## config.mk

```make
export PLATFORM = sky130hd
export DESIGN_NAME = ldma_core
export DESIGN_NICKNAME = d
export VERILOG_FILES = /design/src/logic/ldma_pkg.sv /design/src/logic/ldma_core.sv
export SDC_FILE = /design/constraint.sdc
export NUM_CORES = 1
export LEC_CHECK = 0
export BUFFER_PORTS_ARGS = -buffer_cell sky130_fd_sc_hd__buf_2
export CAP_MARGIN = 10
export CELL_PAD_IN_SITES_DETAIL_PLACEMENT = 0
export CELL_PAD_IN_SITES_GLOBAL_PLACEMENT = 1
export CORE_ASPECT_RATIO = 0.8
export CORE_MARGIN = 2
export CORE_UTILIZATION = 52
export CTS_CLUSTER_SIZE = 28
export DETAILED_ROUTE_END_ITERATION = 8
export PLACE_DENSITY_LB_ADDON = 0.08
export RECOVER_POWER = 25
export SLEW_MARGIN = 40
export SYNTH_ARGS = -nofsm -noshare
export SYNTH_HDL_FRONTEND = slang
export SYNTH_SLANG_ARGS = --single-unit
```

## constraint.sdc

```tcl
create_clock -name pclk -period 12.15 [get_ports pclk]
set_input_delay 0 -clock pclk [delete_from_list [all_inputs] [get_ports pclk]]
set_output_delay 0 -clock pclk [all_outputs]
set_load 0.02 [all_outputs]
```

## src/logic/ldma_pkg.sv

```systemverilog
`default_nettype none
package ldma_pkg;
    // apb byte offsets
    localparam logic [7:0] LDMA_OFF_CMD       = 8'h00;
    localparam logic [7:0] LDMA_OFF_DATA      = 8'h04;
    localparam logic [7:0] LDMA_OFF_ADDR_PTR  = 8'h08;
    localparam logic [7:0] LDMA_OFF_TEXT_CFG  = 8'h0c;
    localparam logic [7:0] LDMA_OFF_GFX_CFG   = 8'h10;
    localparam logic [7:0] LDMA_OFF_MODE      = 8'h14;
    localparam logic [7:0] LDMA_OFF_LINE      = 8'h18;
    localparam logic [7:0] LDMA_OFF_LINE_ADDR = 8'h1c;
    localparam logic [7:0] LDMA_OFF_LINE_END  = 8'h20;
    localparam logic [7:0] LDMA_OFF_CHAR      = 8'h24;
    localparam logic [7:0] LDMA_OFF_RENDER    = 8'h28;

    // command codes
    localparam logic [7:0] LDMA_CMD_OFFSET    = 8'h22;
    localparam logic [7:0] LDMA_CMD_ADDR_PTR  = 8'h24;
    localparam logic [7:0] LDMA_CMD_TEXT_BASE = 8'h40;
    localparam logic [7:0] LDMA_CMD_TEXT_PIT  = 8'h41;
    localparam logic [7:0] LDMA_CMD_GFX_BASE  = 8'h42;
    localparam logic [7:0] LDMA_CMD_GFX_PIT   = 8'h43;
    localparam logic [3:0] LDMA_CMD_MODE_HI   = 4'h8;

    // mode-set low three bits
    localparam logic [2:0] LDMA_MODE_OR   = 3'h0;
    localparam logic [2:0] LDMA_MODE_XOR  = 3'h1;
    localparam logic [2:0] LDMA_MODE_AND  = 3'h3;
    localparam logic [2:0] LDMA_MODE_ATTR = 3'h4;
    localparam int         LDMA_MODE_EXT_BIT = 3;

    // attribute codes in d2..d0
    localparam logic [2:0] LDMA_ATTR_NORMAL  = 3'h0;
    localparam logic [2:0] LDMA_ATTR_REVERSE = 3'h5;
    localparam logic [2:0] LDMA_ATTR_INHIBIT = 3'h3;
    localparam logic [2:0] LDMA_ATTR_BOLD    = 3'h7;
    localparam int         LDMA_ATTR_BLINK_BIT = 3;

    // character generator address layout
    localparam int LDMA_CG_OFF_LSB  = 11;
    localparam int LDMA_CG_CODE_LSB = 3;
    localparam logic [7:0] LDMA_ROM_LAST_CODE = 8'h7f;

    // reset values
    localparam logic [15:0] LDMA_RST_BASE   = 16'h0000;
    localparam logic [7:0]  LDMA_RST_PITCH  = 8'h00;
    localparam logic [4:0]  LDMA_RST_OFFSET = 5'h00;
    localparam logic [7:0]  LDMA_RST_LINE   = 8'h01;

    typedef enum logic [1:0] {
        LDMA_COMB_OR  = 2'h0,
        LDMA_COMB_XOR = 2'h1,
        LDMA_COMB_AND = 2'h2
    } ldma_comb_e;
endpackage : ldma_pkg
`default_nettype wire

```

## src/logic/ldma_core.sv

```systemverilog
`timescale 1ns/1ps
`default_nettype none
module ldma_core
    import ldma_pkg::*;
#(
    parameter logic [7:0] COLS_LL = 8'h28,
    parameter logic [7:0] COLS_LH = 8'h40,
    parameter logic [7:0] COLS_HL = 8'h50,
    parameter logic [7:0] COLS_HH = 8'h20
)(
    input  wire logic        pclk,
    input  wire logic        presetn,
    input  wire logic        psel,
    input  wire logic        penable,
    input  wire logic        pwrite,
    input  wire logic [7:0]  paddr,
    input  wire logic [31:0] pwdata,
    output logic      [31:0] prdata,
    output logic             pready,
    output logic             pslverr,
    input  wire logic        column_sel_lo_pin,
    input  wire logic        column_sel_hi_pin,
    output logic      [15:0] ram_addr,
    output logic      [15:0] cg_addr,
    output logic             cg_use_ext,
    output logic      [1:0]  combine_mode,
    output logic             attr_mode,
    output logic             gfx_render_en,
    output logic             attr_reverse,
    output logic             attr_inhibit,
    output logic             attr_bold,
    output logic             attr_blink
);
    logic [1:0]  col_meta_r, col_sync_r;
    logic [15:0] text_base_r, text_base_nxt, graphic_base_r, graphic_base_nxt;
    logic [7:0]  text_pitch_r, text_pitch_nxt, graphic_pitch_r, graphic_pitch_nxt;
    logic [4:0]  offset_r, offset_nxt;
    logic [15:0] addr_ptr_r, addr_ptr_nxt;
    ldma_comb_e  comb_r, comb_nxt;
    logic        ext_cg_r, ext_cg_nxt, attr_r, attr_nxt;
    logic [7:0]  op1_r, op1_nxt, op2_r, op2_nxt, last_cmd_r, last_cmd_nxt;
    logic        op_cnt_r, op_cnt_nxt;
    logic [7:0]  line_r, line_nxt, char_r, char_nxt, attr_byte_r, attr_byte_nxt;
    logic [2:0]  row_r, row_nxt;
    logic [31:0] prdata_nxt;
    logic        pready_nxt, pslverr_nxt;
    logic [15:0] cg_addr_nxt;
    logic        use_ext_nxt, rev_nxt, inh_nxt, bold_nxt, blink_nxt, unspec_nxt, unspec_r;
    logic [7:0]  visible_columns;
    logic [7:0]  line_idx;
    logic [15:0] text_start, text_end, gfx_start, gfx_end;
    logic        wr_acc, setup;
    logic [7:0]  cmd_byte;
    logic        mapped, writable;

    // column-select pins pass two flops
    always_ff @(posedge pclk or negedge presetn)
    begin
        if (!presetn)
        begin
            col_meta_r <= 2'h0;
            col_sync_r <= 2'h0;
        end
        else
        begin
            col_meta_r <= {column_sel_hi_pin, column_sel_lo_pin};
            col_sync_r <= col_meta_r;
        end
    end

    always_comb
    begin
        unique case (col_sync_r)
            2'h0:    visible_columns = COLS_LL;
            2'h1:    visible_columns = COLS_LH;
            2'h2:    visible_columns = COLS_HL;
            default: visible_columns = COLS_HH;
        endcase
    end

    // line addresses, line numbers start at one
    always_comb
    begin
        line_idx   = line_r - 8'h01;
        text_start = 16'(text_base_r + 16'(line_idx * text_pitch_r));
        text_end   = 16'(text_start + {8'h00, visible_columns});
        gfx_start  = 16'(graphic_base_r + 16'(line_idx * graphic_pitch_r));
        gfx_end    = 16'(gfx_start + {8'h00, visible_columns});
    end

    always_comb
    begin
        setup    = psel && !penable;
        wr_acc   = psel && penable && pready && pwrite;
        cmd_byte = pwdata[7:0];
        mapped   = 1'b1;
        writable = 1'b0;
        prdata_nxt = 32'h0000_0000;
        unique case (paddr)
            LDMA_OFF_CMD:
            begin
                prdata_nxt = {24'h000000, last_cmd_r};
                writable   = 1'b1;
            end
            LDMA_OFF_DATA:
            begin
                prdata_nxt = {15'h0000, op_cnt_r, op2_r, op1_r};
                writable   = 1'b1;
            end
            LDMA_OFF_ADDR_PTR:  prdata_nxt = {16'h0000, addr_ptr_r};
            LDMA_OFF_TEXT_CFG:  prdata_nxt = {8'h00, text_pitch_r, text_base_r};
            LDMA_OFF_GFX_CFG:   prdata_nxt = {8'h00, graphic_pitch_r, graphic_base_r};
            LDMA_OFF_MODE:
                prdata_nxt = {8'h00, visible_columns, 7'h00, offset_r, attr_r, ext_cg_r, comb_r};
            LDMA_OFF_LINE:
            begin
                prdata_nxt = {24'h000000, line_r};
                writable   = 1'b1;
            end
            LDMA_OFF_LINE_ADDR: prdata_nxt = {gfx_start, text_start};
            LDMA_OFF_LINE_END:  prdata_nxt = {gfx_end, text_end};
            LDMA_OFF_CHAR:
            begin
                prdata_nxt = {8'h00, attr_byte_r, 5'h00, row_r, char_r};
                writable   = 1'b1;
            end
            LDMA_OFF_RENDER:
                prdata_nxt = {10'h000, unspec_r, attr_blink, attr_bold, attr_inhibit, attr_reverse,
                              cg_use_ext, cg_addr};
            default:
                mapped = 1'b0;
        endcase
        pready_nxt  = setup;
        pslverr_nxt = setup && (!mapped || (pwrite && !writable));
        if (!setup || pwrite)
            prdata_nxt = 32'h0000_0000;

        text_base_nxt     = text_base_r;
        text_pitch_nxt    = text_pitch_r;
        graphic_base_nxt  = graphic_base_r;
        graphic_pitch_nxt = graphic_pitch_r;
        offset_nxt        = offset_r;
        addr_ptr_nxt      = addr_ptr_r;
        comb_nxt          = comb_r;
        ext_cg_nxt        = ext_cg_r;
        attr_nxt          = attr_r;
        op1_nxt           = op1_r;
        op2_nxt           = op2_r;
        op_cnt_nxt        = op_cnt_r;
        last_cmd_nxt      = last_cmd_r;
        line_nxt          = line_r;
        char_nxt          = char_r;
        row_nxt           = row_r;
        attr_byte_nxt     = attr_byte_r;
        if (wr_acc && paddr == LDMA_OFF_DATA)
        begin
            // operands arrive before their command, first then second
            if (!op_cnt_r)
                op1_nxt = pwdata[7:0];
            else
                op2_nxt = pwdata[7:0];
            op_cnt_nxt = 1'b1;
        end
        if (wr_acc && paddr == LDMA_OFF_LINE)
            line_nxt = pwdata[7:0];
        if (wr_acc && paddr == LDMA_OFF_CHAR)
        begin
            char_nxt      = pwdata[7:0];
            row_nxt       = pwdata[10:8];
            attr_byte_nxt = pwdata[23:16];
        end
        if (wr_acc && paddr == LDMA_OFF_CMD)
        begin
            last_cmd_nxt = cmd_byte;
            op_cnt_nxt   = 1'b0;
            if (cmd_byte == LDMA_CMD_OFFSET)
                offset_nxt = op1_r[4:0];
            if (cmd_byte == LDMA_CMD_ADDR_PTR)
                addr_ptr_nxt = {op2_r, op1_r};
            if (cmd_byte == LDMA_CMD_TEXT_BASE)
                text_base_nxt = {op2_r, op1_r};
            if (cmd_byte == LDMA_CMD_GFX_BASE)
                graphic_base_nxt = {op2_r, op1_r};
            if (cmd_byte == LDMA_CMD_TEXT_PIT)
                text_pitch_nxt = op1_r;
            if (cmd_byte == LDMA_CMD_GFX_PIT)
                graphic_pitch_nxt = op1_r;
            if (cmd_byte[7:4] == LDMA_CMD_MODE_HI)
            begin
                ext_cg_nxt = cmd_byte[LDMA_MODE_EXT_BIT];
                if (cmd_byte[2:0] inside {LDMA_MODE_OR, LDMA_MODE_XOR, LDMA_MODE_AND})
                    attr_nxt = 1'b0;
                unique case (cmd_byte[2:0])
                    LDMA_MODE_OR:   comb_nxt = LDMA_COMB_OR;
                    LDMA_MODE_XOR:  comb_nxt = LDMA_COMB_XOR;
                    LDMA_MODE_AND:  comb_nxt = LDMA_COMB_AND;
                    LDMA_MODE_ATTR: attr_nxt = 1'b1;
                    default:        attr_nxt = attr_r;
                endcase
            end
        end

        // pattern fetch address and source
        cg_addr_nxt = {offset_r, char_r, row_r};
        use_ext_nxt = ext_cg_r || (char_r > LDMA_ROM_LAST_CODE);
        // attribute byte decode, upper nibble ignored
        rev_nxt    = 1'b0;
        inh_nxt    = 1'b0;
        bold_nxt   = 1'b0;
        unspec_nxt = 1'b0;
        unique case (attr_byte_r[2:0])
            LDMA_ATTR_NORMAL:  rev_nxt  = 1'b0;
            LDMA_ATTR_REVERSE: rev_nxt  = 1'b1;
            LDMA_ATTR_INHIBIT: inh_nxt  = 1'b1;
            LDMA_ATTR_BOLD:    bold_nxt = 1'b1;
            default:           unspec_nxt = 1'b1;
        endcase
        blink_nxt = attr_byte_r[LDMA_ATTR_BLINK_BIT];
        if (!attr_r)
        begin
            rev_nxt    = 1'b0;
            inh_nxt    = 1'b0;
            bold_nxt   = 1'b0;
            blink_nxt  = 1'b0;
            unspec_nxt = 1'b0;
        end
    end

    always_ff @(posedge pclk or negedge presetn)
    begin
        if (!presetn)
        begin
            text_base_r     <= LDMA_RST_BASE;
            graphic_base_r  <= LDMA_RST_BASE;
            text_pitch_r    <= LDMA_RST_PITCH;
            graphic_pitch_r <= LDMA_RST_PITCH;
            offset_r        <= LDMA_RST_OFFSET;
            addr_ptr_r      <= LDMA_RST_BASE;
            comb_r          <= LDMA_COMB_OR;
            ext_cg_r        <= 1'b0;
            attr_r          <= 1'b0;
            op1_r           <= 8'h00;
            op2_r           <= 8'h00;
            op_cnt_r        <= 1'b0;
            last_cmd_r      <= 8'h00;
            line_r          <= LDMA_RST_LINE;
            char_r          <= 8'h00;
            row_r           <= 3'h0;
            attr_byte_r     <= 8'h00;
            prdata          <= 32'h0000_0000;
            pready          <= 1'b0;
            pslverr         <= 1'b0;
            ram_addr        <= LDMA_RST_BASE;
            cg_addr         <= 16'h0000;
            cg_use_ext      <= 1'b0;
            combine_mode    <= 2'h0;
            attr_mode       <= 1'b0;
            gfx_render_en   <= 1'b1;
            attr_reverse    <= 1'b0;
            attr_inhibit    <= 1'b0;
            attr_bold       <= 1'b0;
            attr_blink      <= 1'b0;
            unspec_r        <= 1'b0;
        end
        else
        begin
            text_base_r     <= text_base_nxt;
            graphic_base_r  <= graphic_base_nxt;
            text_pitch_r    <= text_pitch_nxt;
            graphic_pitch_r <= graphic_pitch_nxt;
            offset_r        <= offset_nxt;
            addr_ptr_r      <= addr_ptr_nxt;
            comb_r          <= comb_nxt;
            ext_cg_r        <= ext_cg_nxt;
            attr_r          <= attr_nxt;
            op1_r           <= op1_nxt;
            op2_r           <= op2_nxt;
            op_cnt_r        <= op_cnt_nxt;
            last_cmd_r      <= last_cmd_nxt;
            line_r          <= line_nxt;
            char_r          <= char_nxt;
            row_r           <= row_nxt;
            attr_byte_r     <= attr_byte_nxt;
            prdata          <= prdata_nxt;
            pready          <= pready_nxt;
            pslverr         <= pslverr_nxt;
            ram_addr        <= addr_ptr_nxt;
            cg_addr         <= cg_addr_nxt;
            cg_use_ext      <= use_ext_nxt;
            combine_mode    <= comb_nxt;
            attr_mode       <= attr_nxt;
            gfx_render_en   <= !attr_nxt;
            attr_reverse    <= rev_nxt;
            attr_inhibit    <= inh_nxt;
            attr_bold       <= bold_nxt;
            attr_blink      <= blink_nxt;
            unspec_r        <= unspec_nxt;
        end
    end

    AST_CG_LAYOUT: assert property (@(posedge pclk) disable iff (!presetn)
        ##1 cg_addr == {$past(offset_r), $past(char_r), $past(row_r)})
        else $error("pattern address does not follow offset, code and row");
    AST_ROM_LOW: assert property (@(posedge pclk) disable iff (!presetn)
        (!ext_cg_r && char_r <= 8'h7f) |=> !cg_use_ext)
        else $error("low code not taken from rom");
    AST_EXT_ALL: assert property (@(posedge pclk) disable iff (!presetn)
        ext_cg_r |=> cg_use_ext)
        else $error("external generator mode fetched from rom");
    AST_TEXT_BASE: assert property (@(posedge pclk) disable iff (!presetn)
        (wr_acc && paddr == 8'h00 && pwdata[7:0] == 8'h40) |=> text_base_r == {$past(op2_r), $past(op1_r)})
        else $error("text base not loaded low then high");
    AST_PTR: assert property (@(posedge pclk) disable iff (!presetn)
        (wr_acc && paddr == 8'h00 && pwdata[7:0] == 8'h24) |=> ram_addr == {$past(op2_r), $past(op1_r)})
        else $error("address pointer not loaded from operands");
    AST_CONTIG: assert property (@(posedge pclk) disable iff (!presetn)
        (graphic_pitch_r == visible_columns && line_r > 8'h01)
        |-> gfx_start == 16'(graphic_base_r + 16'((line_r - 8'h02) * graphic_pitch_r) + {8'h00, visible_columns}))
        else $error("graphic lines not contiguous");
    AST_MODE_HOLD: assert property (@(posedge pclk) disable iff (!presetn)
        !(wr_acc && paddr == 8'h00 && pwdata[7:4] == 4'h8)
        |=> $stable(combine_mode) && $stable(attr_mode) && $stable(ext_cg_r))
        else $error("mode changed without mode-set command");
    AST_UNDEF_MODE: assert property (@(posedge pclk) disable iff (!presetn)
        (wr_acc && paddr == 8'h00 && pwdata[7:4] == 4'h8 && pwdata[2:0] == 3'h2)
        |=> combine_mode == $past(combine_mode) && attr_mode == $past(attr_mode))
        else $error("undefined mode code altered combine mode");
    AST_ATTR_GFX: assert property (@(posedge pclk) disable iff (!presetn)
        (wr_acc && paddr == 8'h00 && pwdata[7:4] == 4'h8 && pwdata[2:0] == 3'h4) |=> attr_mode && !gfx_render_en)
        else $error("graphics rendered in attribute mode");
    AST_BOLD: assert property (@(posedge pclk) disable iff (!presetn)
        (attr_r && attr_byte_r[2:0] == 3'h7) |=> attr_bold && !attr_reverse && !attr_inhibit)
        else $error("bold attribute decoded wrongly");
    AST_BLINK: assert property (@(posedge pclk) disable iff (!presetn)
        (attr_r && attr_byte_r[3]) |=> attr_blink)
        else $error("blink bit ignored");
endmodule : ldma_core
`default_nettype wire

```

==> results of run 1 <==
==> through the flow <==
stage,hold slack (ns),setup slack [ns]
6_report,0.0330,5.34
5_1_grt,0.0314,5.00
4_1_cts,0.00911,5.39
3_5_place_dp,0.0256,5.42
3_3_place_gp,0.108,5.50
2_1_floorplan,-0.296,6.25
==> sequential cells by signal, indices dropped and copies added (netlist names), 16 cells and up <==
signal,flops
text_base_r,16
cg_addr,16
graphic_base_r,16
prdata,32
addr_ptr_r,16
==> where the power goes <==
part / switching [mW] / total, mW / internal [mW]
Combinational: 0.0412 / 0.0620 / 0.0208
Clock: 0.278 / 0.567 / 0.289
Sequential: 0.00497 / 0.628 / 0.623
Total: 0.324 / 1.26 / 0.933
==> synthesized netlist by cell type (4+ instances only) <==
cell type,number
sky130_fd_sc_hd__inv_1,198
sky130_fd_sc_hd__dfrtp_1,184
sky130_fd_sc_hd__nand2_1,115
sky130_fd_sc_hd__fa_1,102
sky130_fd_sc_hd__mux2_2,91
sky130_fd_sc_hd__ha_1,81
sky130_fd_sc_hd__nor2_1,55
sky130_fd_sc_hd__clkbuf_1,47
sky130_fd_sc_hd__and2_1,43
sky130_fd_sc_hd__a222oi_1,37
sky130_fd_sc_hd__a21oi_1,28
sky130_fd_sc_hd__o21ai_0,28
sky130_fd_sc_hd__xnor2_1,27
sky130_fd_sc_hd__nor2b_1,25
sky130_fd_sc_hd__nand3_1,21
sky130_fd_sc_hd__a22oi_1,16
sky130_fd_sc_hd__nand2b_1,16
sky130_fd_sc_hd__xor2_1,15
sky130_fd_sc_hd__a221oi_1,13
sky130_fd_sc_hd__a31oi_1,13
sky130_fd_sc_hd__mux2_1,12
sky130_fd_sc_hd__nor3_1,9
sky130_fd_sc_hd__mux2_4,8
sky130_fd_sc_hd__and3_1,7
sky130_fd_sc_hd__nor4_1,7
sky130_fd_sc_hd__a21o_1,6
sky130_fd_sc_hd__a22o_1,5
sky130_fd_sc_hd__nand3b_1,5
sky130_fd_sc_hd__nand4_1,5
sky130_fd_sc_hd__nor3b_1,4
sky130_fd_sc_hd__o211ai_1,4
sky130_fd_sc_hd__o21ai_1,4
sky130_fd_sc_hd__o21bai_1,4
sky130_fd_sc_hd__or2_2,4
==> cell type report <==
type / count / area share (%)
multi-input combinational: 865 / 52.0
sequential: 186 / 30.5
timing repair buffer: 149 / 5.96
inverter: 199 / 4.89
tap: 351 / 2.87
clock buffer: 19 / 2.83
clock inverter: 13 / 0.917
==> worst paths after layout <==
path	from	to	slack, ns	cells after the start
min in group asynchronous	presetn	prdata[12]	2.33	2
max in group asynchronous	presetn	cg_addr[0]	6.55	2
min	paddr[7]	pslverr	0.03	5
min reg2reg	col_meta_r[1]	col_sync_r[1]	0.35	0
max	line_r[0]	prdata[14]	5.34	23
max reg2reg	line_r[0]	prdata[14]	5.34	23
==> layer usage <==
layer,part of all wire [%],vias to the layer above,global-route usage [%]
met3,8.1,45,5.53
met5,0,-,0
li1,-,4647,-
met4,2.2,0,8.80
met2,44,414,44.2
met1,46,5184,45.0
==> cells in the final DEF (no fill, tap or decap), types with 12 or more instances in the layout <==
cell / count
sky130_fd_sc_hd__inv_1: 198
sky130_fd_sc_hd__dfrtp_1: 184
sky130_fd_sc_hd__nand2_1: 114
sky130_fd_sc_hd__buf_2: 107
sky130_fd_sc_hd__fa_1: 102
sky130_fd_sc_hd__mux2_2: 91
sky130_fd_sc_hd__ha_1: 81
sky130_fd_sc_hd__nor2_1: 47
sky130_fd_sc_hd__and2_1: 43
sky130_fd_sc_hd__a222oi_1: 37
sky130_fd_sc_hd__o21ai_0: 28
sky130_fd_sc_hd__a21oi_1: 28
sky130_fd_sc_hd__xnor2_1: 26
sky130_fd_sc_hd__nor2b_1: 25
sky130_fd_sc_hd__dlygate4sd3_1: 24
sky130_fd_sc_hd__nand3_1: 21
sky130_fd_sc_hd__clkbuf_16: 17
sky130_fd_sc_hd__nand2b_1: 16
sky130_fd_sc_hd__a22oi_1: 16
sky130_fd_sc_hd__buf_4: 16
sky130_fd_sc_hd__xor2_1: 15
sky130_fd_sc_hd__a31oi_1: 13
sky130_fd_sc_hd__a221oi_1: 13
sky130_fd_sc_hd__mux2_1: 12
==> critical path, stage by stage, from the launching register on <==
cell                       delay [ns]
sky130_fd_sc_hd__dfstp_2         0.80
sky130_fd_sc_hd__inv_1           0.30
sky130_fd_sc_hd__ha_1            0.31
sky130_fd_sc_hd__nand2_1         0.17
sky130_fd_sc_hd__nor3_1          0.08
sky130_fd_sc_hd__xor2_1          0.14
sky130_fd_sc_hd__buf_4           0.25
sky130_fd_sc_hd__nand2_1         0.11
sky130_fd_sc_hd__fa_1            0.56
sky130_fd_sc_hd__inv_1           0.05
sky130_fd_sc_hd__fa_1            0.51
sky130_fd_sc_hd__fa_1            0.49
sky130_fd_sc_hd__inv_1           0.05
sky130_fd_sc_hd__fa_1            0.47
sky130_fd_sc_hd__inv_1           0.04
sky130_fd_sc_hd__ha_1            0.38
sky130_fd_sc_hd__nand3_2         0.15
sky130_fd_sc_hd__or4b_4          0.55
sky130_fd_sc_hd__nand3b_2        0.12
sky130_fd_sc_hd__xor2_2          0.26
sky130_fd_sc_hd__nand4_1         0.24
sky130_fd_sc_hd__o31a_1          0.30
sky130_fd_sc_hd__o21ai_1         0.19
sky130_fd_sc_hd__a41oi_2         0.12
==> kinds of logic (layout without fill, tap and decap cells) <==
| group | after synthesis | count (layout) |
|---|---|---|
| simple gates | 339 | 339 |
| buf+inv | 255 | 380 |
| compound gates | 187 | 187 |
| flops | 186 | 186 |
| fa+ha+maj | 183 | 183 |
| mux | 111 | 111 |
| xor+xnor | 45 | 45 |
==> qor.csv, run 1 <==
metric,value,unit
count of standard-cell rows,52,
gr usage total,29.9,%
Netlist Area Pre-Place,13500,um2
compound-cell area share of the yosys netlist,10.4,%
top cell type by total area after synthesis,sky130_fd_sc_hd__dfrtp_1,
status,"finished, violations left",
vias per inst,5.77,
area growth from synthesis to layout,12.9,%
final setup violation count,0,
Worst setup EP type,flip-flop,
data arrival time of the worst path,7.11,ns
area taken by flip-flops and latches,4660,um2
cell area after layout,15300,um2
unrepaired setup endpoints after global routing,false,
number of global-route vias before repair,10200,
hold-fix buffer count after cts,24,
mux cell area share after synthesis,9.46,%
top area cells in the synthesized netlist,"sky130_fd_sc_hd__dfrtp_1 (34%), sky130_fd_sc_hd__fa_1 (15%), sky130_fd_sc_hd__mux2_2 (7.6%), sky130_fd_sc_hd__ha_1 (7.5%), sky130_fd_sc_hd__inv_1 (5.5%)",
later-pin clock latency in the skew report,0.45,ns
Hold Fails Final Rpt,0,
post-detailed-routing wire length,38.7,mm
maximum fanout count along the critical path,16,
Diodes inserted,0,
net count of the mapped netlist,1536,
count of clock tree sinks,186,
sequential element share of the synthesized area,34.4,%
power per unit of standard cell area,82.3,nW/um2
placed wire-length estimate after detailed placement,27.8,mm
Yosys Warn Count,0,
placeable core region,25400,um2
Starting Density,53.2,%
residual overflow from global routing,0,
startpoint type of the worst setup path,flip-flop,
number of storage elements in the synthesis netlist,186,
proportion of register bits with asynchronous set or reset after synthesis,100,%
Setup Buffers After CTS,0,
number of antenna violations at the first check in global routing,1,
Tcrit/Tclk final,56.1,%
worst path required time,12.45,ns
"number of standard cells in the layout, taps in and fillers out",1782,
per-cell routed wire length,21.7,um
IO buf count,108,
final worst clock skew,0.00947,ns
post-layout min period,6.81,ns
share of layout cells above drive strength 1,20.3,%
first-pass iteration count of the detailed router,5,
total chip power,1.26,mW
DR iter-0 viols,997,
first-pass GRT wire length,60.7,mm
deepest clock path buffer count,2,
count of max-cap constraint violations,1,
dominant register cell in the synthesized netlist,sky130_fd_sc_hd__dfrtp_1,
number of fill cells in the layout,2209,
maximum number of pins on one net before global-route repair,110,
adder and majority gate portion of the synthesized area,22.6,%
CTS Root Cell,sky130_fd_sc_hd__clkbuf_16,
number of DRC violations after detailed routing,0,
highest ir drop seen on vdd,96.0,uV
number of gates resized after cts,0,
worst relative slew slack,-296,%
TritonCTS Buffers,17,
H-tree depth,4,
leakage,7.73,nW
RD Place Congestion,0.845,
Setup Total Neg Slack,0,ns
largest family of logic cells by synthesized area,adder cells,
final-stage net count,1648,
Post-Synthesis Cells,1306,
portion of synthesized cell area occupied by the leading cell type,34.0,%
Die Area,27300,um2
fraction of the core area covered by cells at the end of the flow,60.1,%
Chip Width,184,um
average footprint of a synthesized cell,10.4,um2
CTS tree,yes,
ANT nets after route,0,
footprint of the multi-input gates,7950,um2
kind of critical path,flip-flop to flip-flop,
I/O pin count,122,
slew at the pin closest to its max-slew limit,5.94,ns
simple logic cell fraction of the synthesized area,12.8,%
type of the tightest min-delay check,input port to flip-flop,
violations in the final reports,"max-capacitance violations, max-slew violations",
count of flip-flops with a built-in enable after synthesis,0,
number of pins with negative max-slew slack in the final report,110,
vertical extent of the die,148,um
post-CTS clock slew at the launch and capture registers of the worst setup and hold paths,0.07,ns
area share of xor/xnor cells in the synthesized design,3.08,%
overall via count from detail_route,10300,
number of library cell types mapped by synthesis,78,
Max Fclk,147,MHz
number of cells after detailed placement,1726,
dpl cell area,14500,um2
No activity file was read; power rests on OpenSTA's default activity.
==> run 2: changes to the inputs <==
--- a/config.mk
+++ b/config.mk
@@ -11,7 +11,7 @@
 export CELL_PAD_IN_SITES_GLOBAL_PLACEMENT = 1
 export CORE_ASPECT_RATIO = 0.8
 export CORE_MARGIN = 2
-export CORE_UTILIZATION = 52
+export CORE_UTILIZATION = 44
 export CTS_CLUSTER_SIZE = 28
 export DETAILED_ROUTE_END_ITERATION = 8
 export PLACE_DENSITY_LB_ADDON = 0.08
==> constraint.sdc (replaced) <==
create_clock -name pclk -period 6.15 [get_ports pclk]
set_input_delay 0 -clock pclk [delete_from_list [all_inputs] [get_ports pclk]]
set_output_delay 0 -clock pclk [all_outputs]
set_load 0.02 [all_outputs]
==> run 2 against run 1 <==
Compared with the run above: the flow still finishes with violations (max-capacitance violations, max-slew violations); worst hold slack better by 0.011 ns; cell count is 5.6% higher; clock power is 98% higher; sequential share of layout area is 1.0 points lower; setup slack worse by 5.1 ns; non-clock buffer count is 37 higher; total power is 98% higher; fmax is 15% higher; critical endpoint is now prdata[15]; largest power group unchanged.
==> qor.csv, run 2 (synthesized netlist as in run 1, its figures left out) <==
metric,value,unit,change
maximum number of pins on one net before global-route repair,88,,-20%
first-pass iteration count of the detailed router,8,,+3
Hold Fails Final Rpt,0,,unchanged
number of global-route vias before repair,10600,,+4.1%
cell internal pwr,1.82,mW,+95%
combinational fraction of design power,5.2,%,+0.3 points
share of layout cells above drive strength 1,23.4,%,+3.2 points
later-pin clock latency in the skew report,0.45,ns,about the same
final-stage net count,1685,,+2.2%
Tcrit/Tclk final,96.0,%,+40 points
Starting Density,44.7,%,-8.5 points
status,"finished, violations left",,
vertical extent of the die,161,um,+8.5%
count of clock tree sinks,186,,unchanged
placed wire-length estimate after detailed placement,30.7,mm,+10%
IO buf count,108,,unchanged
sequential share of power,49.7,%,-0.3 points
overall via count from detail_route,10400,,+0.85%
count of standard-cell rows,57,,+9.6%
number of cells traversed by the worst register-to-register path,23,,unchanged
DR iter-0 viols,994,,-0.30%
Largest Register,prdata,,
part of the power in the clock network,45.0,%,about the same
dpl cell area,14800,um2,+2.2%
worst relative slew slack,-224,%,+72 points
worst-case hold slack,0.0436,ns,+0.0106 ns
number of pins with negative max-slew slack in the final report,88,,-20%
area growth from synthesis to layout,16.8,%,
startpoint of the worst register-to-register path,line_r[0],,
number of cells after detailed placement,1819,,+5.4%
post-layout min period,5.91,ns,-0.906 ns
ANT nets after route,0,,unchanged
Worst setup EP type,flip-flop,,
per-cell routed wire length,22.1,um,+1.5%
Chip Width,200,um,+8.5%
worst path required time,6.45,ns,-6.00 ns
vias per inst,5.52,,-4.5%
endpoint of the worst-slack reg-to-reg timing path,prdata[15],,
first-pass GRT wire length,64.9,mm,+7.1%
worst hold path depth,5,,unchanged
Max Fclk,169,MHz,+15%
number of DRC violations after detailed routing,0,,unchanged
gr usage total,27.3,%,-2.6 points
Die Area,32200,um2,+18%
RD Place Congestion,0.831,,-1.6%
final worst clock skew,0.0126,ns,+0.00316 ns
highest-count cells in the layout ignoring fill and taps,"sky130_fd_sc_hd__inv_1 (196), sky130_fd_sc_hd__dfrtp_1 (182), sky130_fd_sc_hd__nand2_1 (113), sky130_fd_sc_hd__buf_2 (106), sky130_fd_sc_hd__fa_1 (102)",,
pre-CTS setup slack,0.114,ns,-5.31 ns
Psw,0.673,mW,+110%
reg-to-reg setup timing slack,0.24,ns,-5.09 ns
max reg flops,32,,unchanged
leakage,7.95,nW,+2.9%
Net Sw Frac,27.0,%,+1.2 points
WHS Endpoint,pslverr,,
Diodes inserted,0,,unchanged
post-CTS clock slew at the launch and capture registers of the worst setup and hold paths,0.08,ns,about the same
count of max-cap constraint violations,1,,unchanged
residual overflow from global routing,0,,unchanged
"number of standard cells in the layout, taps in and fillers out",1881,,+5.6%
highest ir drop seen on vdd,216,uV,+120%
type of the tightest min-delay check,input port to flip-flop,,
"most common cell after layout, fill and taps aside",sky130_fd_sc_hd__inv_1,,
kind of critical path,flip-flop to flip-flop,,
TritonCTS Buffers,17,,unchanged
slew at the pin closest to its max-slew limit,4.86,ns,-1.09 ns
CTS Root Cell,sky130_fd_sc_hd__clkbuf_16,,
number of antenna violations at the first check in global routing,0,,-1
I/O pin count,122,,unchanged
deepest clock path buffer count,2,,unchanged
CTS tree,yes,,
worst setup slack after layout,0.243,ns,-5.09 ns
Worst Hold Launch,paddr[7],,
maximum fanout count along the critical path,11,,-5
power per unit of standard cell area,158,nW/um2,+92%
post-detailed-routing wire length,41.5,mm,+7.1%
data arrival time of the worst path,6.21,ns,-0.90 ns
cell area after layout,15800,um2,+3.4%
startpoint type of the worst setup path,flip-flop,,
placeable core region,30300,um2,+19%
violations in the final reports,"max-capacitance violations, max-slew violations",,
fraction of the core area covered by cells at the end of the flow,52.1,%,-7.9 points
H-tree depth,4,,unchanged
final setup violation count,0,,unchanged
-- run 2: cell count changes in the layout (fill, tap and decap cells not counted), moves of 3 or more --
cell | before | now
sky130_fd_sc_hd__buf_4 | 16 | 50
sky130_fd_sc_hd__clkinv_8 | 1 | 4
sky130_fd_sc_hd__ha_4 | 0 | 3
sky130_fd_sc_hd__buf_12 | 0 | 3
sky130_fd_sc_hd__ha_1 | 81 | 78
-- run 2: stage by stage --
step           TNS, ns  power (mW)
2_1_floorplan        0        1.31
3_3_place_gp         0        1.38
6_report             0        2.49
5_1_grt        -0.0272        2.58
4_1_cts              0        2.52
3_5_place_dp         0        1.38
-- run 2: worst max-delay path, stage by stage, from the launching register on --
cell	delay, ns
sky130_fd_sc_hd__dfstp_2	0.55
sky130_fd_sc_hd__inv_2	0.06
sky130_fd_sc_hd__ha_4	0.17
sky130_fd_sc_hd__nand2_2	0.09
sky130_fd_sc_hd__nor3_2	0.05
sky130_fd_sc_hd__xor2_1	0.23
sky130_fd_sc_hd__clkbuf_16	0.20
sky130_fd_sc_hd__nand2_1	0.08
sky130_fd_sc_hd__fa_1	0.53
sky130_fd_sc_hd__inv_1	0.06
sky130_fd_sc_hd__fa_1	0.51
sky130_fd_sc_hd__inv_1	0.06
sky130_fd_sc_hd__fa_1	0.50
sky130_fd_sc_hd__fa_1	0.54
sky130_fd_sc_hd__inv_1	0.07
sky130_fd_sc_hd__ha_4	0.29
sky130_fd_sc_hd__nand3_2	0.11
sky130_fd_sc_hd__or4b_4	0.53
sky130_fd_sc_hd__and2_1	0.16
sky130_fd_sc_hd__a221o_1	0.35
sky130_fd_sc_hd__xnor2_2	0.25
sky130_fd_sc_hd__nand3_1	0.14
sky130_fd_sc_hd__xnor2_1	0.15
sky130_fd_sc_hd__o22ai_1	0.09
-- run 2: area by class of cell --
type,count,area [um2]
clock buffer,18,429
sequential,186,4660
fill,2843,14500
inverter,199,747
timing repair buffer,186,1240
tap,413,517
multi-input combinational,865,8060
clock inverter,14,156
-- run 2: worst max-delay path by stage --
stage               depth (start not counted)          to  slack (ns)      start
finish                                     23  prdata[15]        0.24  line_r[0]
global route                               23  prdata[15]       -0.03  line_r[1]
CTS                                        23  prdata[15]         0.1  line_r[0]
detailed placement                         23  prdata[15]        0.11  line_r[0]
global placement                           23  prdata[31]        0.19  line_r[3]
floorplan                                  23  prdata[14]        0.25  line_r[0]
-- run 2: power groups by stage --
| stage | clock [mW] | sequential, mW | combinational (mW) |
|---|---|---|---|
| floorplan | 0 | 1.27 | 0.0390 |
| detailed placement | 0 | 1.27 | 0.117 |
| CTS | 1.15 | 1.24 | 0.129 |
| global route | 1.20 | 1.24 | 0.144 |
| finish | 1.12 | 1.24 | 0.130 |
| global placement | 0 | 1.27 | 0.116 |
-- run 2: metal layers --
layer / global-route usage [%] / routed length [um] / up-vias
met5: 0 / 0 / -
met4: 5.45 / 567 / 0
met3: 4.12 / 2160 / 30
met2: 41.5 / 18500 / 294
met1: 41.4 / 20300 / 5335
li1: - / - / 4718
-- run 2: what timing repair did --
item                                    in CTS  in global routing
endpoints found under the hold margin      126                  0
setup buffers                                0                  6
endpoints found under the setup margin       0                 14
gates resized for setup                      0                 29
hold buffers                                24                  0
==> run 3: changes to the inputs <==
--- a/config.mk
+++ b/config.mk
@@ -16,6 +16,7 @@
 export DETAILED_ROUTE_END_ITERATION = 8
 export PLACE_DENSITY_LB_ADDON = 0.08
 export RECOVER_POWER = 25
+export SETUP_SLACK_MARGIN = 0.3
 export SLEW_MARGIN = 40
 export SYNTH_ARGS = -nofsm -noshare
 export SYNTH_HDL_FRONTEND = slang
==> run 3 against run 2 <==
Compared with the run above: the run still ends with max-capacitance violations, max-slew violations left; first-iteration DRC count shrank 6.1%; sequential cell count is the same; via count grew 0.82%; total power grew 1.5%.
==> qor.csv, run 3 (synthesized netlist as in run 1, its figures left out) <==
metric,value,unit,change
Largest Register,prdata,,
final worst clock skew,0.00924,ns,-0.00338 ns
first-pass iteration count of the detailed router,6,,-2
gr usage total,26.9,%,-0.43 points
residual overflow from global routing,0,,unchanged
kind of critical path,flip-flop to flip-flop,,
worst relative slew slack,-0.416,%,+220 points
share of layout cells above drive strength 1,23.3,%,-0.14 points
overall via count from detail_route,10500,,+0.82%
Psw,0.667,mW,-0.90%
number of fill cells in the layout,2769,,-2.6%
endpoint of the worst-slack reg-to-reg timing path,prdata[14],,
Worst setup EP type,flip-flop,,
power per unit of standard cell area,156,nW/um2,-1.2%
final setup violation count,0,,unchanged
Hold Fails Final Rpt,0,,unchanged
Die Area,32200,um2,unchanged
total chip power,2.53,mW,+1.5%
IO buf count,108,,unchanged
start point of the critical path,line_r[0],,
startpoint type of the worst setup path,flip-flop,,
startpoint of the worst register-to-register path,line_r[0],,
vertical extent of the die,161,um,unchanged
CTS Root Cell,sky130_fd_sc_hd__clkbuf_16,,
data arrival time of the worst path,6.07,ns,-0.14 ns
number of antenna violations at the first check in global routing,1,,+1
Chip Width,200,um,unchanged
CTS tree,yes,,
Diodes inserted,0,,unchanged
maximum number of pins on one net before global-route repair,91,,+3.4%
post-CTS clock slew at the launch and capture registers of the worst setup and hold paths,0.08,ns,about the same
number of pins with negative max-slew slack in the final report,25,,-72%
area growth from synthesis to layout,19.9,%,
Max Fclk,175,MHz,+3.5%
placeable core region,30300,um2,unchanged
area taken by flip-flops and latches,4660,um2,about the same
TritonCTS Buffers,17,,unchanged
unrepaired setup endpoints after global routing,true,,
Tcrit/Tclk final,92.8,%,-3.3 points
footprint of the multi-input gates,8320,um2,+3.2%
highest ir drop seen on vdd,184,uV,-15%
combinational fraction of design power,5.4,%,+0.2 points
post-layout min period,5.71,ns,-0.201 ns
worst path required time,6.51,ns,+0.06 ns
I/O pin count,122,,unchanged
number of DRC violations after detailed routing,0,,unchanged
slew at the pin closest to its max-slew limit,1.51,ns,-3.35 ns
worst setup path endpoint,prdata[14],,
cell internal pwr,1.86,mW,+2.4%
status,"finished, violations left",,
count of max-cap constraint violations,1,,unchanged
first-pass GRT wire length,63.9,mm,-1.6%
vias per inst,5.49,,-0.56%
Net Sw Frac,26.3,%,-0.64 points
later-pin clock latency in the skew report,0.44,ns,about the same
part of the power in the clock network,45.6,%,+0.6 points
final-stage net count,1712,,+1.6%
count of clock tree sinks,186,,unchanged
"most common cell after layout, fill and taps aside",sky130_fd_sc_hd__inv_1,,
placed wire-length estimate after detailed placement,30.8,mm,+0.16%
number of cells traversed by the worst register-to-register path,23,,unchanged
sequential share of power,49.0,%,-0.7 points
post-detailed-routing wire length,42.0,mm,+1.2%
RD Place Congestion,0.838,,+0.90%
type of the tightest min-delay check,input port to flip-flop,,
maximum fanout count along the critical path,7,,-4
deepest clock path buffer count,2,,unchanged
highest-count cells in the layout ignoring fill and taps,"sky130_fd_sc_hd__inv_1 (192), sky130_fd_sc_hd__dfrtp_1 (184), sky130_fd_sc_hd__nand2_1 (113), sky130_fd_sc_hd__fa_1 (99), sky130_fd_sc_hd__mux2_2 (91)",,
H-tree depth,4,,unchanged
max reg flops,32,,unchanged
DR iter-0 viols,933,,-6.1%
ANT nets after route,0,,unchanged
Setup Total Neg Slack,0,ns,unchanged
Starting Density,44.7,%,unchanged
violations in the final reports,"max-capacitance violations, max-slew violations",,
reg-to-reg setup timing slack,0.44,ns,+0.20 ns
leakage,7.83,nW,-1.5%
per-cell routed wire length,22.0,um,-0.21%
count of standard-cell rows,57,,unchanged
number of global-route vias before repair,10400,,-2.3%
worst-case hold slack,0.0518,ns,+0.00824 ns
==> run 3: changes by cell type in the layout (fill, tap and decap cells not counted), moves of 5 or more <==
| cell | previous run | this run |
|---|---|---|
| sky130_fd_sc_hd__buf_2 | 106 | 44 |
| sky130_fd_sc_hd__clkbuf_1 | 3 | 64 |
| sky130_fd_sc_hd__ha_4 | 3 | 8 |
| sky130_fd_sc_hd__ha_1 | 78 | 69 |
| sky130_fd_sc_hd__buf_4 | 50 | 72 |
==> run 3: final cells by class <==
cell class                 instances  area share (%)
multi-input combinational        865            51.2
sequential                       186            28.7
timing repair buffer             213            8.58
inverter                         199            4.62
tap                              413            3.18
clock buffer                      17            2.62
clock inverter                    14            1.07
==> run 3: routing by layer <==
metal	global-route usage, %	up-vias	share of wire (%)
li1	-	4776	-
met1	40.6	5339	48
met2	40.1	311	45
met3	5.21	36	6.2
met4	5.45	0	1.4
met5	0	-	0
==> run 3: power groups by stage <==
stage	combinational, mW	clock, mW	sequential [mW]
floorplan	0.0391	0	1.27
global placement	0.115	0	1.27
detailed placement	0.116	0	1.27
CTS	0.132	1.18	1.24
global route	0.151	1.22	1.24
finish	0.137	1.15	1.24
==> run 3: repair_timing <==
action | 4_1_cts | 5_1_grt
pin swaps | 23 | 40
endpoints found under the hold margin | 129 | 13
hold buffers | 24 | 1
setup endpoints to repair | 10 | 16
gates cloned | 1 | 0
resized for setup | 26 | 59
setup buffers | 13 | 15
==> run 3: worst min-delay path by stage <==
stage,slack (ns),end,start,cells past startpoint
global placement,0.11,char_r[7],presetn,1
finish,0.05,pslverr,paddr[7],5
global route,0.03,char_r[2],pwdata[2],2
detailed placement,0.11,char_r[7],presetn,1
CTS,0.02,char_r[2],pwdata[2],2
floorplan,-0.30,addr_ptr_r[0],presetn,0
==> run 3: through the flow <==
| stage | setup slack (ns) | util [%] | instances | area, um2 |
|---|---|---|---|---|
| 6_report | 0.444 | 53.6 | 1907 | 16200 |
| 5_1_grt | 0.202 | 53.6 | 1907 | 16200 |
| 4_1_cts | 0.299 | 52.4 | 1890 | 15900 |
| 3_5_place_dp | 0.138 | 48.8 | 1821 | 14800 |
| 3_3_place_gp | 0.253 | 48.8 | 1821 | 14800 |
| 2_1_floorplan | 0.327 | - | 1306 | 13500 |
==> run 3: critical path, stage by stage (launching register included) <==
cell,delay (ns)
sky130_fd_sc_hd__dfstp_2,0.57
sky130_fd_sc_hd__inv_4,0.06
sky130_fd_sc_hd__ha_4,0.17
sky130_fd_sc_hd__nand2_4,0.10
sky130_fd_sc_hd__nor3_4,0.05
sky130_fd_sc_hd__xor2_2,0.21
sky130_fd_sc_hd__clkbuf_16,0.19
sky130_fd_sc_hd__nand2_1,0.07
sky130_fd_sc_hd__fa_1,0.49
sky130_fd_sc_hd__inv_1,0.05
sky130_fd_sc_hd__fa_1,0.50
sky130_fd_sc_hd__inv_1,0.05
sky130_fd_sc_hd__fa_1,0.45
sky130_fd_sc_hd__fa_1,0.49
sky130_fd_sc_hd__inv_1,0.06
sky130_fd_sc_hd__ha_4,0.29
sky130_fd_sc_hd__nand3_4,0.09
sky130_fd_sc_hd__or4b_4,0.53
sky130_fd_sc_hd__and2_4,0.16
sky130_fd_sc_hd__a221o_1,0.34
sky130_fd_sc_hd__xnor2_2,0.18
sky130_fd_sc_hd__nor4_2,0.25
sky130_fd_sc_hd__o21ai_1,0.10
sky130_fd_sc_hd__a41oi_2,0.14
